**src/dtc_pkg.sv**
```systemverilog
// constants and helpers shared by the dual timer/counter block
//
// Operation
// - two-bit mode field selects one of four modes
// - count-source bit picks pin edges or ticks
// - count only when run and gate allow
// - gate bits sit at mode bits 7, 3
// - mode 0 counts thirteen bits, top three ignored
// - roll-over to zero sets the overflow flag
// - starting a timer never clears its counts
// - mode 1 counts all sixteen bits
// - mode 2 reloads low byte from high
// - timer 1 in mode 3 holds its count
// - timer 0 low byte keeps own controls, split
// - split high byte uses timer 1 run, flag
// - mode 3 toggling starts timer 1; baud stays
// - timer function counts once per machine cycle
// - pin sampled per machine cycle, fall counts
// - vectoring clears the flag; software may too
package dtc_pkg;
   // register addresses
   localparam logic [7:0] ADDR_CONTROL = 8'h88;
   localparam logic [7:0] ADDR_MODE    = 8'h89;
   localparam logic [7:0] ADDR_LOW_0   = 8'h8a;
   localparam logic [7:0] ADDR_LOW_1   = 8'h8b;
   localparam logic [7:0] ADDR_HIGH_0  = 8'h8c;
   localparam logic [7:0] ADDR_HIGH_1  = 8'h8d;
   localparam logic [7:0] ADDR_IRQ_ST  = 8'h90;
   localparam logic [7:0] ADDR_IRQ_MSK = 8'h91;
   // reset values
   localparam logic [7:0] RST_BYTE     = 8'h00;
   // control register field positions
   localparam int CTL_TF1 = 7;
   localparam int CTL_TR1 = 6;
   localparam int CTL_TF0 = 5;
   localparam int CTL_TR0 = 4;
   // mode register field positions
   localparam int MOD_GATE1 = 7;
   localparam int MOD_SRC1  = 6;
   localparam int MOD_SEL1  = 4;
   localparam int MOD_GATE0 = 3;
   localparam int MOD_SRC0  = 2;
   localparam int MOD_SEL0  = 0;
   // operating modes
   localparam logic [1:0] MODE_13BIT = 2'h0;
   localparam logic [1:0] MODE_16BIT = 2'h1;
   localparam logic [1:0] MODE_RELOAD = 2'h2;
   localparam logic [1:0] MODE_SPLIT = 2'h3;
   // oscillator periods per machine cycle
   localparam int MC_PERIODS = 12;
   localparam logic [3:0] MC_LAST = 4'(MC_PERIODS - 1);

   // one increment step: returns {overflow, high, low}
   function automatic logic [16:0] dtc_step(input logic [1:0] mode,
      input logic [7:0] hi, input logic [7:0] lo);
      logic [16:0] r;
      r = {1'b0, hi, lo};
      case (mode)
         MODE_13BIT: begin
            r[16:8] = (lo[4:0] == 5'h1f) ? {1'b0, hi} + 9'h001
                                         : {1'b0, hi};
            r[7:0]  = {lo[7:5], 5'(lo[4:0] + 5'h01)};
         end
         MODE_16BIT: r = {1'b0, hi, lo} + 17'h00001;
         MODE_RELOAD: begin
            r = (lo == 8'hff) ? {1'b1, hi, hi}
                              : {1'b0, hi, 8'(lo + 8'h01)};
         end
         default: r = {(lo == 8'hff), hi, 8'(lo + 8'h01)};
      endcase
      return r;
   endfunction
endpackage

```
**src/dtc_pin_sample.sv**
```systemverilog
// pin synchroniser with once-per-machine-cycle fall detection
`timescale 1ns/1ps
module dtc_pin_sample
   import dtc_pkg::*;
(
   // clock and reset
   input  wire logic clk,
   input  wire logic rst,
   // pin and machine-cycle tick
   input  wire logic pin,
   input  wire logic tick,
   // synchronised level and fall pulse
   output logic      level,
   output logic      fall
);
   logic meta;    // first stage, read only by level
   logic sampled; // level taken at the previous tick

   // two-stage synchroniser; pin is asynchronous to clk
   always_ff @(posedge clk) begin
      if (rst) begin
         meta  <= 1'b0;
         level <= 1'b0;
      end else begin
         meta  <= pin;
         level <= meta;
      end
   end

   // high sample then low sample counts one fall
   always_ff @(posedge clk) begin
      if (rst) begin
         sampled <= 1'b0;
         fall    <= 1'b0;
      end else begin
         if (tick) sampled <= level;
         fall <= tick & sampled & ~level;
      end
   end

   chk_fall_on_tick: assert property (@(posedge clk)
      disable iff (rst) fall |-> $past(tick))
      else $error("fall not aligned");
   cov_fall: cover property (@(posedge clk) disable iff (rst) fall);
endmodule // dtc_pin_sample

```
**src/dtc_irq.sv**
```systemverilog
// sticky overflow status with mask and level interrupt
`timescale 1ns/1ps
module dtc_irq
   import dtc_pkg::*;
(
   // clock and reset
   input  wire logic       clk,
   input  wire logic       rst,
   // overflow events, one per timer flag
   input  wire logic [1:0] event_in,
   // software access
   input  wire logic       wr_status,
   input  wire logic       wr_mask,
   input  wire logic [1:0] wdata,
   // state and interrupt
   output logic      [1:0] status,
   output logic      [1:0] mask,
   output logic            irq
);
   // write one clears; a same-cycle event keeps the bit set
   always_ff @(posedge clk) begin
      if (rst) begin
         status <= 2'h0;
      end else begin
         status <= (status & ~(wr_status ? wdata : 2'h0)) | event_in;
      end
   end

   // mask register, one enable per flag
   always_ff @(posedge clk) begin
      if (rst) begin
         mask <= 2'h0;
      end else if (wr_mask) begin
         mask <= wdata;
      end
   end

   // level output follows the unmasked status
   assign irq = |(status & mask);

   chk_set_wins: assert property (@(posedge clk)
      disable iff (rst) event_in[0] |=> status[0])
      else $error("event lost");
endmodule // dtc_irq

```
**src/dtc_top.sv**
```systemverilog
// two-timer counter core with register port
//
// Chosen here: strobed register access.
`timescale 1ns/1ps
module dtc_top
   import dtc_pkg::*;
(
   // clock and reset
   input  wire logic       CLK,
   input  wire logic       RST,
   // register port
   input  wire logic [7:0] ADDR,
   input  wire logic [7:0] WDATA,
   input  wire logic       WR,
   input  wire logic       RD,
   output logic      [7:0] RDATA,
   // interrupt vector acknowledges, one-cycle pulses
   input  wire logic       VECTOR_ACK_0,
   input  wire logic       VECTOR_ACK_1,
   // external pins
   input  wire logic       EVENT_INPUT_0,
   input  wire logic       EVENT_INPUT_1,
   input  wire logic       QUALIFY_PIN_0,
   input  wire logic       QUALIFY_PIN_1,
   // outputs
   output logic            IRQ,
   output logic            BAUD_TICK
);
   // machine-cycle divider
   logic [3:0]  mc_count;  // oscillator period within cycle
   logic        tick;      // one pulse per machine cycle
   // software registers
   logic [7:0]  timer_mode_config;   // gate, source, mode
   logic [7:0]  timer_control_flags; // flags, run bits
   logic [7:0]  count_low_0;
   logic [7:0]  count_high_0;
   logic [7:0]  count_low_1;
   logic [7:0]  count_high_1;
   // decoded fields
   logic [1:0]  mode_0;
   logic [1:0]  mode_1;
   logic        gate_0;
   logic        gate_1;
   logic        src_0;
   logic        src_1;
   logic        run_bit_0;
   logic        run_bit_1;
   logic        overflow_flag_0;
   logic        overflow_flag_1;
   // pin views
   logic        qual_0;    // synchronised gate pin levels
   logic        qual_1;
   logic        fall_0;    // counted falls on event pins
   logic        fall_1;
   // count enables and results
   logic        run_0;
   logic        run_1;
   logic        inc_0;
   logic        inc_1;
   logic        inc_0_high;
   logic [16:0] step_0;
   logic [16:0] step_1;
   logic [7:0]  next_low_0;
   logic [7:0]  next_high_0;
   logic [7:0]  next_low_1;
   logic [7:0]  next_high_1;
   logic        ovf_0;
   logic        ovf_0_high;
   logic        ovf_1;
   logic        set_flag_0;
   logic        set_flag_1;
   // write decode
   logic        wr_ctl;
   logic        wr_mod;
   logic        wr_l0;
   logic        wr_h0;
   logic        wr_l1;
   logic        wr_h1;
   // interrupt unit
   logic [1:0]  irq_status;
   logic [1:0]  irq_mask;

   // machine cycle is twelve oscillator periods
   always_ff @(posedge CLK) begin
      if (RST) begin
         mc_count <= 4'h0;
      end else if (mc_count == MC_LAST) begin
         mc_count <= 4'h0;
      end else begin
         mc_count <= 4'(mc_count + 4'h1);
      end
   end
   assign tick = (mc_count == MC_LAST);

   // event and gate pins all pass the synchroniser
   dtc_pin_sample u_event_0 (
      .clk   (CLK),
      .rst   (RST),
      .pin   (EVENT_INPUT_0),
      .tick  (tick),
      .level (),
      .fall  (fall_0)
   );
   dtc_pin_sample u_event_1 (
      .clk   (CLK),
      .rst   (RST),
      .pin   (EVENT_INPUT_1),
      .tick  (tick),
      .level (),
      .fall  (fall_1)
   );
   dtc_pin_sample u_qual_0 (
      .clk   (CLK),
      .rst   (RST),
      .pin   (QUALIFY_PIN_0),
      .tick  (tick),
      .level (qual_0),
      .fall  ()
   );
   dtc_pin_sample u_qual_1 (
      .clk   (CLK),
      .rst   (RST),
      .pin   (QUALIFY_PIN_1),
      .tick  (tick),
      .level (qual_1),
      .fall  ()
   );

   // address decode for writes
   assign wr_ctl = WR && (ADDR == ADDR_CONTROL);
   assign wr_mod = WR && (ADDR == ADDR_MODE);
   assign wr_l0  = WR && (ADDR == ADDR_LOW_0);
   assign wr_h0  = WR && (ADDR == ADDR_HIGH_0);
   assign wr_l1  = WR && (ADDR == ADDR_LOW_1);
   assign wr_h1  = WR && (ADDR == ADDR_HIGH_1);

   // field decode of the mode and control registers
   assign gate_1 = timer_mode_config[MOD_GATE1];
   assign gate_0 = timer_mode_config[MOD_GATE0];
   assign src_1  = timer_mode_config[MOD_SRC1];
   assign src_0  = timer_mode_config[MOD_SRC0];
   assign mode_1 = timer_mode_config[MOD_SEL1+:2];
   assign mode_0 = timer_mode_config[MOD_SEL0+:2];
   assign run_bit_0       = timer_control_flags[CTL_TR0];
   assign run_bit_1       = timer_control_flags[CTL_TR1];
   assign overflow_flag_0 = timer_control_flags[CTL_TF0];
   assign overflow_flag_1 = timer_control_flags[CTL_TF1];

   // run qualification: run bit and, if gated, a high gate pin
   assign run_0 = run_bit_0 && (!gate_0 || qual_0);
   // timer 1 in mode 3 acts as if stopped; with timer 0 split its run
   // bit belongs to the high byte, so only the mode starts timer 1
   assign run_1 = (run_bit_1 || mode_0 == MODE_SPLIT)
                  && (!gate_1 || qual_1)
                  && (mode_1 != MODE_SPLIT);

   // source select: falls on the pin or machine-cycle ticks
   assign inc_0 = run_0 && (src_0 ? fall_0 : tick);
   assign inc_1 = run_1 && (src_1 ? fall_1 : tick);
   // split high byte: ticks only, on timer 1's run bit
   assign inc_0_high = (mode_0 == MODE_SPLIT) && run_bit_1
                       && tick;

   // next count values; the split high byte steps apart
   always_comb begin
      step_0      = dtc_step(mode_0, count_high_0, count_low_0);
      step_1      = dtc_step(mode_1, count_high_1, count_low_1);
      next_low_0  = inc_0 ? step_0[7:0] : count_low_0;
      next_high_0 = inc_0 ? step_0[15:8] : count_high_0;
      if (mode_0 == MODE_SPLIT) begin
         next_high_0 = inc_0_high ? 8'(count_high_0 + 8'h01)
                                  : count_high_0;
      end
      next_low_1  = inc_1 ? step_1[7:0] : count_low_1;
      next_high_1 = inc_1 ? step_1[15:8] : count_high_1;
   end

   // overflow events from each counting stage
   assign ovf_0      = inc_0 && step_0[16];
   assign ovf_0_high = inc_0_high && (count_high_0 == 8'hff);
   assign ovf_1      = inc_1 && step_1[16];
   assign set_flag_0 = ovf_0;
   // split mode hands timer 1's flag to timer 0's high byte
   assign set_flag_1 = (mode_0 == MODE_SPLIT) ? ovf_0_high
                                              : ovf_1;

   // count bytes: a software write wins over any count
   always_ff @(posedge CLK) begin
      if (RST) begin
         count_low_0  <= RST_BYTE;
         count_high_0 <= RST_BYTE;
      end else begin
         count_low_0  <= wr_l0 ? WDATA : next_low_0;
         count_high_0 <= wr_h0 ? WDATA : next_high_0;
      end
   end

   always_ff @(posedge CLK) begin
      if (RST) begin
         count_low_1  <= RST_BYTE;
         count_high_1 <= RST_BYTE;
      end else begin
         count_low_1  <= wr_l1 ? WDATA : next_low_1;
         count_high_1 <= wr_h1 ? WDATA : next_high_1;
      end
   end

   // mode register; a change takes effect the next cycle
   always_ff @(posedge CLK) begin
      if (RST) begin
         timer_mode_config <= RST_BYTE;
      end else if (wr_mod) begin
         timer_mode_config <= WDATA;
      end
   end

   // control register; run bits only gate, never clear counts
   always_ff @(posedge CLK) begin
      if (RST) begin
         timer_control_flags <= RST_BYTE;
      end else begin
         if (wr_ctl) begin
            timer_control_flags <= WDATA;
         end
         // vectoring clears a flag; a new overflow still wins
         if (VECTOR_ACK_0) begin
            timer_control_flags[CTL_TF0] <= 1'b0;
         end
         if (VECTOR_ACK_1) begin
            timer_control_flags[CTL_TF1] <= 1'b0;
         end
         if (set_flag_0) begin
            timer_control_flags[CTL_TF0] <= 1'b1;
         end
         if (set_flag_1) begin
            timer_control_flags[CTL_TF1] <= 1'b1;
         end
      end
   end

   // timer 1 overflow pulse stays available as baud source
   always_ff @(posedge CLK) begin
      if (RST) begin
         BAUD_TICK <= 1'b0;
      end else begin
         BAUD_TICK <= ovf_1;
      end
   end

   // sticky status, mask and interrupt line
   dtc_irq u_irq (
      .clk       (CLK),
      .rst       (RST),
      .event_in  ({set_flag_1, set_flag_0}),
      .wr_status (WR && (ADDR == ADDR_IRQ_ST)),
      .wr_mask   (WR && (ADDR == ADDR_IRQ_MSK)),
      .wdata     (WDATA[1:0]),
      .status    (irq_status),
      .mask      (irq_mask),
      .irq       (IRQ)
   );

   // read data one cycle after the strobe, zero otherwise
   always_ff @(posedge CLK) begin
      if (RST || !RD) begin
         RDATA <= 8'h00;
      end else begin
         case (ADDR)
            ADDR_CONTROL: RDATA <= timer_control_flags;
            ADDR_MODE:    RDATA <= timer_mode_config;
            ADDR_LOW_0:   RDATA <= count_low_0;
            ADDR_HIGH_0:  RDATA <= count_high_0;
            ADDR_LOW_1:   RDATA <= count_low_1;
            ADDR_HIGH_1:  RDATA <= count_high_1;
            ADDR_IRQ_ST:  RDATA <= {6'h00, irq_status};
            ADDR_IRQ_MSK: RDATA <= {6'h00, irq_mask};
            default:      RDATA <= 8'h00; // unmapped reads zero
         endcase
      end
   end

   // checks
   logic wr_t0;
   logic wr_t1;
   assign wr_t0 = wr_l0 || wr_h0;
   assign wr_t1 = wr_l1 || wr_h1;

   chk_tick_period: assert property (@(posedge CLK)
      disable iff (RST) tick |-> ##12 tick)
      else $error("machine cycle length");

   chk_write_wins: assert property (@(posedge CLK)
      disable iff (RST) wr_l0 |=> count_low_0 == $past(WDATA))
      else $error("write lost to count");

   chk_start_keeps: assert property (@(posedge CLK)
      disable iff (RST)
      wr_ctl && !run_bit_0 && WDATA[CTL_TR0] && !wr_t0
      |=> count_low_0 == $past(count_low_0)
          && count_high_0 == $past(count_high_0))
      else $error("start altered counts");

   chk_gate_hold: assert property (@(posedge CLK)
      disable iff (RST) !run_0 && !wr_l0 |=> $stable(count_low_0))
      else $error("counted while disabled");

   chk_mode1_wrap: assert property (@(posedge CLK)
      disable iff (RST)
      inc_0 && mode_0 == MODE_16BIT && !wr_t0
      && {count_high_0, count_low_0} == 16'hffff
      |=> {count_high_0, count_low_0} == 16'h0000 && overflow_flag_0)
      else $error("16-bit wrap");

   chk_mode2_reload: assert property (@(posedge CLK)
      disable iff (RST)
      inc_0 && mode_0 == MODE_RELOAD && count_low_0 == 8'hff && !wr_t0
      |=> count_low_0 == $past(count_high_0) && overflow_flag_0
          && $stable(count_high_0))
      else $error("reload wrong");

   chk_mode0_carry: assert property (@(posedge CLK)
      disable iff (RST)
      inc_0 && mode_0 == MODE_13BIT && count_low_0[4:0] == 5'h1f
      && count_high_0 != 8'hff && !wr_t0
      |=> count_high_0 == 8'($past(count_high_0) + 8'h01)
          && count_low_0[4:0] == 5'h00)
      else $error("prescaler carry");

   chk_t1_split_hold: assert property (@(posedge CLK)
      disable iff (RST) mode_1 == MODE_SPLIT && !wr_t1
      |=> $stable({count_high_1, count_low_1}))
      else $error("timer 1 ran in mode 3");

   // timer 1 must run on leaving mode 3 even with its run bit clear
   chk_t1_mode_start: assert property (@(posedge CLK)
      disable iff (RST)
      mode_0 == MODE_SPLIT && mode_1 == MODE_16BIT && !gate_1 && !src_1
      && tick && !wr_t1
      |=> !$stable({count_high_1, count_low_1}))
      else $error("timer 1 idle out of mode 3");

   chk_split_high: assert property (@(posedge CLK)
      disable iff (RST)
      mode_0 == MODE_SPLIT && run_bit_1 && tick && !wr_h0
      && count_high_0 == 8'hff
      |=> count_high_0 == 8'h00 && overflow_flag_1)
      else $error("split high overflow");

   chk_ack_clears: assert property (@(posedge CLK)
      disable iff (RST)
      VECTOR_ACK_0 && !set_flag_0 && !wr_ctl |=> !overflow_flag_0)
      else $error("ack kept flag");

   cov_reload: cover property (@(posedge CLK) disable iff (RST)
      inc_0 && mode_0 == MODE_RELOAD && count_low_0 == 8'hff);
   cov_split: cover property (@(posedge CLK) disable iff (RST)
      ovf_0_high);
   cov_irq: cover property (@(posedge CLK) disable iff (RST) IRQ);
   cov_baud: cover property (@(posedge CLK) disable iff (RST) BAUD_TICK);
endmodule // dtc_top

```
**config.mk**
```make
export PLATFORM = sky130hd
export DESIGN_NAME = dtc_top
export DESIGN_NICKNAME = d
export VERILOG_FILES = /design/src/dtc_pkg.sv /design/src/dtc_pin_sample.sv /design/src/dtc_irq.sv /design/src/dtc_top.sv
export SDC_FILE = /design/constraint.sdc
export NUM_CORES = 1
export LEC_CHECK = 0
export BUFFER_PORTS_ARGS = -buffer_cell sky130_fd_sc_hd__buf_2
export CAP_MARGIN = 30
export CORE_MARGIN = 3
export CORE_UTILIZATION = 50
export CTS_CLUSTER_DIAMETER = 150
export DETAILED_ROUTE_END_ITERATION = 8
export GPL_ROUTABILITY_DRIVEN = 0
export GPL_TIMING_DRIVEN = 0
export PLACE_DENSITY = 0.68
export SETUP_SLACK_MARGIN = 0.1
export SYNTH_ARGS = -nofsm -noshare
export SYNTH_HDL_FRONTEND = slang
export SYNTH_HIERARCHICAL = 1
export SYNTH_SLANG_ARGS = --single-unit
```
**constraint.sdc**
```tcl
create_clock -name CLK -period 2.4 [get_ports CLK]
set_input_delay 0.12 -clock CLK [delete_from_list [all_inputs] [get_ports CLK]]
set_output_delay 0.12 -clock CLK [all_outputs]
set_load 0.1 [all_outputs]
```
==> out/metrics.cfg, run 1 <==
[run_status]
outcome = complete, no violations

[die]
coreArea_um2 = 8763
die-height_um = 101.3
fp.dieW_um = 101.3
start_util_pct = 51.84
row_count = 34
dieArea_um2 = 10270
num_io_pins = 36

[timing]
period_minus_slack_ns = 2.256
finalHoldViolCount = 0
finalCritPeriodShare_pct = 94.00
max_freq_mhz = 443.2
skew_ns = 0.008923
slew_viol_final = 0
fin_tns_setup_ns = 0
rsz0062_at_grt = yes
worst_slew_pin_slew_ns = 0.9581
setup_viol = 0
slew_headroom_pct = 35.12

[drt]
wl_per_cell_um = 19.98
wl_mm = 14.29
vias_per_cell = 6.407
met1_length_mm = 6.245
top_layer = met4
dr_wl_met2_mm = 6.328
firstDrtPassIters = 6
drt_iter0_drc = 580
vias = 4581
wl_met3_mm = 1.281
drcViolationCount = 0
detail-route-antenna-nets = 0

[power]
ir_drop_uv = 261.7
p_total_mw = 2.359
power_density_nw_per_um2 = 447.2
total_leakage_power_nw = 1.896

[worst_setup_path]
cp-end-kind = flop
critPathSlowestCell = or4_4
required_ns = 2.67
crit_family = simple AND/OR/NAND/NOR gates
path_cells = ha_4, nand2_4, nor2_4, ha_4, buf_4, buf_4, buf_4, a21oi_1, or4_4, a311oi_2
worstPathArrival_ns = 2.52
critPathMaxFanout = 5
cp-start-kind = flop
slowest_delay_ns = 0.52
cp_num_buf_inv = 3
crit_type = flop to flop
worst_path_most_repeated_cell = buf_4

[worst_hold_path]
hold_class = input pin to flop

[placed_design]
io_buffers = 34
dp_hpwl_mm = 9.999
dpl.cell_count = 685

[clock_tree]
clockRootBuffer = clkbuf_8
cts-buffers-inserted = 9
clk_pin_slew_worst_paths_ns = 0.09
clk_latency_ns = 0.36
h-tree-depth = 3
tritoncts = yes
clockBufferDepth = 2
cts.sinks = 77

[layout]
multi_input_area_um2 = 2903
mostFrequentLayoutCells = 69 x dfxtp_1, 58 x nor2_1, 48 x nand2_1
seq_area_um2 = 1559
syn2layout_area_growth_pct = 16.11
fillCellCount = 816
final_common_cell = dfxtp_1
drive_gt1_share_pct = 22.90
diodes = 0
nets = 635
fin_cells = 715

[synthesis]
syn_inst = 543
synth_area_um2 = 4543
syn_avg_cell_area_um2 = 8.367
yosysWarnings = 6
synth_nets = 576

[global_route]
grt_max_degree = 18
grt-ovfl-total = 0
grt_pass1_vias = 4169
grt_util_all_layers_pct = 28.09
antenna_found_initial = 0
grt_pass1_wl_mm = 22.27

[run]
maxCapViolations = 0

-- metal layers --
metal  track usage [%]  vias to the layer above
met5                 0                        -
met4             11.76                        0
met3             4.063                       30
met2             42.25                      248
met1             40.20                     2158
li1                  -                     2145
-- timing repair --
item,4_1_cts,5_1_grt
pin swaps,2,12
setup endpoints to repair,21,17
cloned,0,0
setup buffers,2,8
resized for setup,14,24
endpoints found under the hold margin,4,0
hold buffers,4,0
-- worst paths after layout --
kind	start	endpoint	slack [ns]	cells past startpoint
max reg2reg	count_low_0[1]	count_high_0[5]	0.14	10
min	WDATA[1]	u_irq/status[1]	0.05	2
min reg2reg	u_event_1/meta	u_event_1/level	0.45	1
max	count_low_0[1]	count_high_0[5]	0.14	10
-- where the power goes --
group | switching (mW) | internal, mW | leakage [nW]
registers | 0.00852 | 1.28 | 0.627
logic | 0.0979 | 0.0533 | 1.19
clock network | 0.538 | 0.377 | 0.0774
total | 0.644 | 1.71 | 1.90
-- flip-flops by register name, summed over array words and instances (netlist names), 2 cells and up --
register and count:
RDATA 8, mc_count 4, u_irq/mask 2, count_high_1 8
u_irq/status 2, count_low_1 8, timer_mode_config 8, count_high_0 8
count_low_0 8, timer_control_flags 8
-- cell type report --
type | instances | share of cell area, %
plain buffers | 36 | 3.250
clock buffers | 9 | 2.348
clock inverters | 7 | 0.9962
inverters | 12 | 0.8539
multi-input cells | 418 | 55.03
flip-flops and latches | 77 | 29.55
well taps | 108 | 2.562
repair buffers | 48 | 5.408
-- worst reg2reg max path, stage by stage, from the launching register on --
cell and delay, ns:
dfxtp_4 0.39, ha_4 0.17, nand2_4 0.07, nor2_4 0.13
ha_4 0.16, buf_4 0.11, buf_4 0.09, buf_4 0.12
a21oi_1 0.14, or4_4 0.52, a311oi_2 0.27
-- per-stage QoR --
step                      area [µm²]  hold WS (ns)  utilization, %  setup WS (ns)
after detailed placement        4848        0.3449           55.33        -0.1475
final                           5275       0.04815           60.19         0.1439
after global routing            5275       0.03056           60.19        0.03673
after floorplan                 4543        0.1924               -         0.2661
after CTS                       5124       0.03295           58.47        0.07567
after global placement          4848        0.3406           55.33        -0.1292
(Power assumes the default switching activity.)
==> run 2: changes to the inputs <==
--- a/config.mk
+++ b/config.mk
@@ -15,7 +15,7 @@
 export GPL_TIMING_DRIVEN = 0
 export PLACE_DENSITY = 0.68
 export SETUP_SLACK_MARGIN = 0.1
+export SKIP_CTS_REPAIR_TIMING = 1
 export SYNTH_ARGS = -nofsm -noshare
 export SYNTH_HDL_FRONTEND = slang
-export SYNTH_HIERARCHICAL = 1
 export SYNTH_SLANG_ARGS = --single-unit
==> out/metrics.cfg, run 2 <==
[die]
start_util_pct = 52.73  ; was 51.84%
die-height_um = 100.3  ; was 101.3 µm
fp.dieW_um = 100.3  ; was 101.3 µm
dieArea_um2 = 10050  ; was 10270 µm²
row_count = 33  ; was 34
coreArea_um2 = 8423  ; was 8763 µm²
num_io_pins = 36  ; unchanged

[synthesis]
yosys.area.top_type = dfxtp_1
synth_area_um2 = 4442  ; was 4543 µm²
ys_ff_latch = 77
yosysSeqAreaShare_pct = 34.70
async_reset_ff_share_pct = 0
dominantRegCellSynth = dfxtp_1
ys_types = 71
synth_top_area_share_pct = 34.70
post-synth-top-count-cell = dfxtp_1
syn_inst = 533  ; was 543
synth_nets = 566  ; was 576
synthTopCellsByArea = dfxtp_1 35%, mux2i_1 7.0%, a21oi_1 5.1%, nor2_1 4.1%, nand2_1 3.8%
yosysWarnings = 0  ; was 6
syn_avg_cell_area_um2 = 8.334  ; was 8.367 µm²
yosys-top-cells-count = 77 x dfxtp_1, 49 x nor2_1, 45 x a21oi_1, 45 x nand2_1, 31 x mux2i_1
synth_enable_flop_cells = 0

[clock_tree]
clockRootBuffer = clkbuf_8  ; unchanged
clk_latency_ns = 0.36  ; about the same
clk_pin_slew_worst_paths_ns = 0.10  ; was 0.09 ns
clockBufferDepth = 2  ; unchanged
h-tree-depth = 3  ; unchanged
cts-buffers-inserted = 9  ; unchanged
tritoncts = yes  ; unchanged
cts.sinks = 77  ; unchanged

[placed_design]
dp_hpwl_mm = 10.86  ; was 9.999 mm
io_buffers = 34  ; unchanged
dp_slack_ns = -0.2388  ; was -0.1475 ns

[run]
maxCapViolations = 0  ; unchanged

[run_status]
outcome = complete, no violations  ; unchanged

[layout]
mostFrequentLayoutCells = 73 x dfxtp_1, 49 x nor2_1, 45 x a21oi_1, 45 x nand2_1, 37 x buf_2  ; was 69 x dfxtp_1, 58 x nor2_1, 48 x nand2_1
diodes = 0  ; unchanged
fillCellCount = 802  ; was 816
syn2layout_area_growth_pct = 15.07  ; was 16.11%
drive_gt1_share_pct = 15.88  ; was 22.90%
multi_input_area_um2 = 2814  ; was 2903 µm²
seq_area_um2 = 1551  ; was 1559 µm²
nets = 620  ; was 635
final_common_cell = dfxtp_1  ; unchanged

[global_route]
grt-ovfl-total = 0  ; unchanged
grt_util_all_layers_pct = 29.26  ; was 28.09%
grt_max_degree = 17  ; was 18
antenna_found_initial = 0  ; unchanged
grt_pass1_wl_mm = 22.65  ; was 22.27 mm
grt_pass1_vias = 4206  ; was 4169

[drt]
drcViolationCount = 0  ; unchanged
wl_per_cell_um = 21.06  ; was 19.98 µm
detail-route-antenna-nets = 0  ; unchanged
firstDrtPassIters = 4  ; was 6
wl_mm = 14.68  ; was 14.29 mm
vias = 4524  ; was 4581
vias_per_cell = 6.491  ; was 6.407
drt_iter0_drc = 483  ; was 580

[worst_setup_path]
path_cells = ha_2, nand3_1, inv_2, ha_4, o21ba_2, o2111ai_4, and2_4, buf_6, or4_1, a31oi_1  ; was ha_4, nand2_4, nor2_4, ha_4, buf_4, buf_4, buf_4, a21oi_1, or4_4, a311oi_2
slowest_delay_ns = 0.49  ; was 0.52 ns
crit_family = simple AND/OR/NAND/NOR gates  ; unchanged
cp_num_buf_inv = 2  ; was 3
cp-start-kind = flop  ; unchanged
worstPathArrival_ns = 2.56  ; was 2.52 ns
r2r_slack_ns = 0.14  ; about the same
crit_type = flop to flop  ; unchanged
critPathSlowestCell = or4_1  ; was or4_4
cp-end-kind = flop  ; unchanged
required_ns = 2.70  ; was 2.67 ns
critPathMaxFanout = 7  ; was 5

[worst_hold_path]
hold_class = input pin to flop  ; unchanged

[power]
p_total_mw = 2.516  ; was 2.359 mW
total_leakage_power_nw = 1.907  ; was 1.896 nW
power_density_nw_per_um2 = 492.3  ; was 447.2 nW/µm²
ir_drop_uv = 443.2  ; was 261.7 µV

[timing]
setup_slack_ns = 0.1424  ; was 0.1439 ns
slew_viol_final = 0  ; unchanged
slew_headroom_pct = 35.74  ; was 35.12%
worst_slew_pin_slew_ns = 0.9489  ; was 0.9581 ns
finalHoldViolCount = 0  ; unchanged
skew_ns = 0.01006  ; was 0.008923 ns
finalCritPeriodShare_pct = 94.07  ; was 94.00%
max_freq_mhz = 443.0  ; was 443.2 MHz
rsz0062_at_grt = yes  ; unchanged
setup_viol = 0  ; unchanged
period_minus_slack_ns = 2.258  ; was 2.256 ns

-- run 2: final timing paths --
path	start	to	cells after the start
worst min register to register	u_event_1.level	u_event_1.fall	1
worst max-delay path	count_low_0[1]	count_high_0[0]	10
worst max register to register	count_low_0[1]	count_high_0[0]	10
worst min-delay path	EVENT_INPUT_0	u_event_0.meta	2
-- run 2: worst register-to-register path, cell delays in order (launching register included) --
cell and delay, ns:
dfxtp_4 0.39, ha_2 0.19, nand3_1 0.11, inv_2 0.10, ha_4 0.16, o21ba_2 0.16, o2111ai_4 0.13, and2_4 0.18
buf_6 0.12, or4_1 0.49, a31oi_1 0.16
-- run 2: final cells by class --
class / instances / share of cell area [%]
plain buffers: 29 / 2.350
clock buffers: 9 / 2.424
clock inverters: 7 / 1.714
inverters: 10 / 0.7344
multi-input cells: 417 / 55.06
flip-flops and latches: 77 / 30.36
well taps: 105 / 2.570
repair buffers: 43 / 4.798
-- run 2: through the flow --
stage | hold slack [ns] | setup TNS (ns) | std cells | util (%) | area [µm²]
after floorplan | 0.2286 | 0 | 533 | - | 4442
after global placement | 0.3340 | -0.2877 | 672 | 56.31 | 4743
after detailed placement | 0.3362 | -0.3209 | 672 | 56.31 | 4743
after CTS | -0.04332 | -0.3984 | 688 | 58.82 | 4955
after global routing | 0.006170 | 0 | 697 | 60.68 | 5111
final | 0.008885 | 0 | 697 | 60.68 | 5111
-- run 2: cells by family (layout without fill, tap and decap cells) --
kind of cell	after synthesis	count (layout)	synth area share, %
muxes	40	40	9.521
DFF	77	77	34.70
AOI/OAI and AO/OA	159	159	24.28
xor gates and xnor gates	9	9	1.775
and+or+nand+nor	202	202	24.20
buffers and inverters	39	98	3.549
adders and majority gates	7	7	1.972
-- run 2: metal layers --
| metal | GRT usage, % | share of wire [%] | vias up |
|---|---|---|---|
| li1 | - | - | 2110 |
| met1 | 39.22 | 40 | 2131 |
| met2 | 46.23 | 46 | 238 |
| met3 | 5.351 | 9.8 | 45 |
| met4 | 12.33 | 4.2 | 0 |
| met5 | 0 | 0 | - |
-- run 2: where the power goes --
part	switching [mW]	internal, mW	total [mW]
Combinational	0.102	0.0496	0.152
Clock	0.563	0.508	1.07
Sequential	0.00754	1.29	1.29
Total	0.673	1.84	2.52
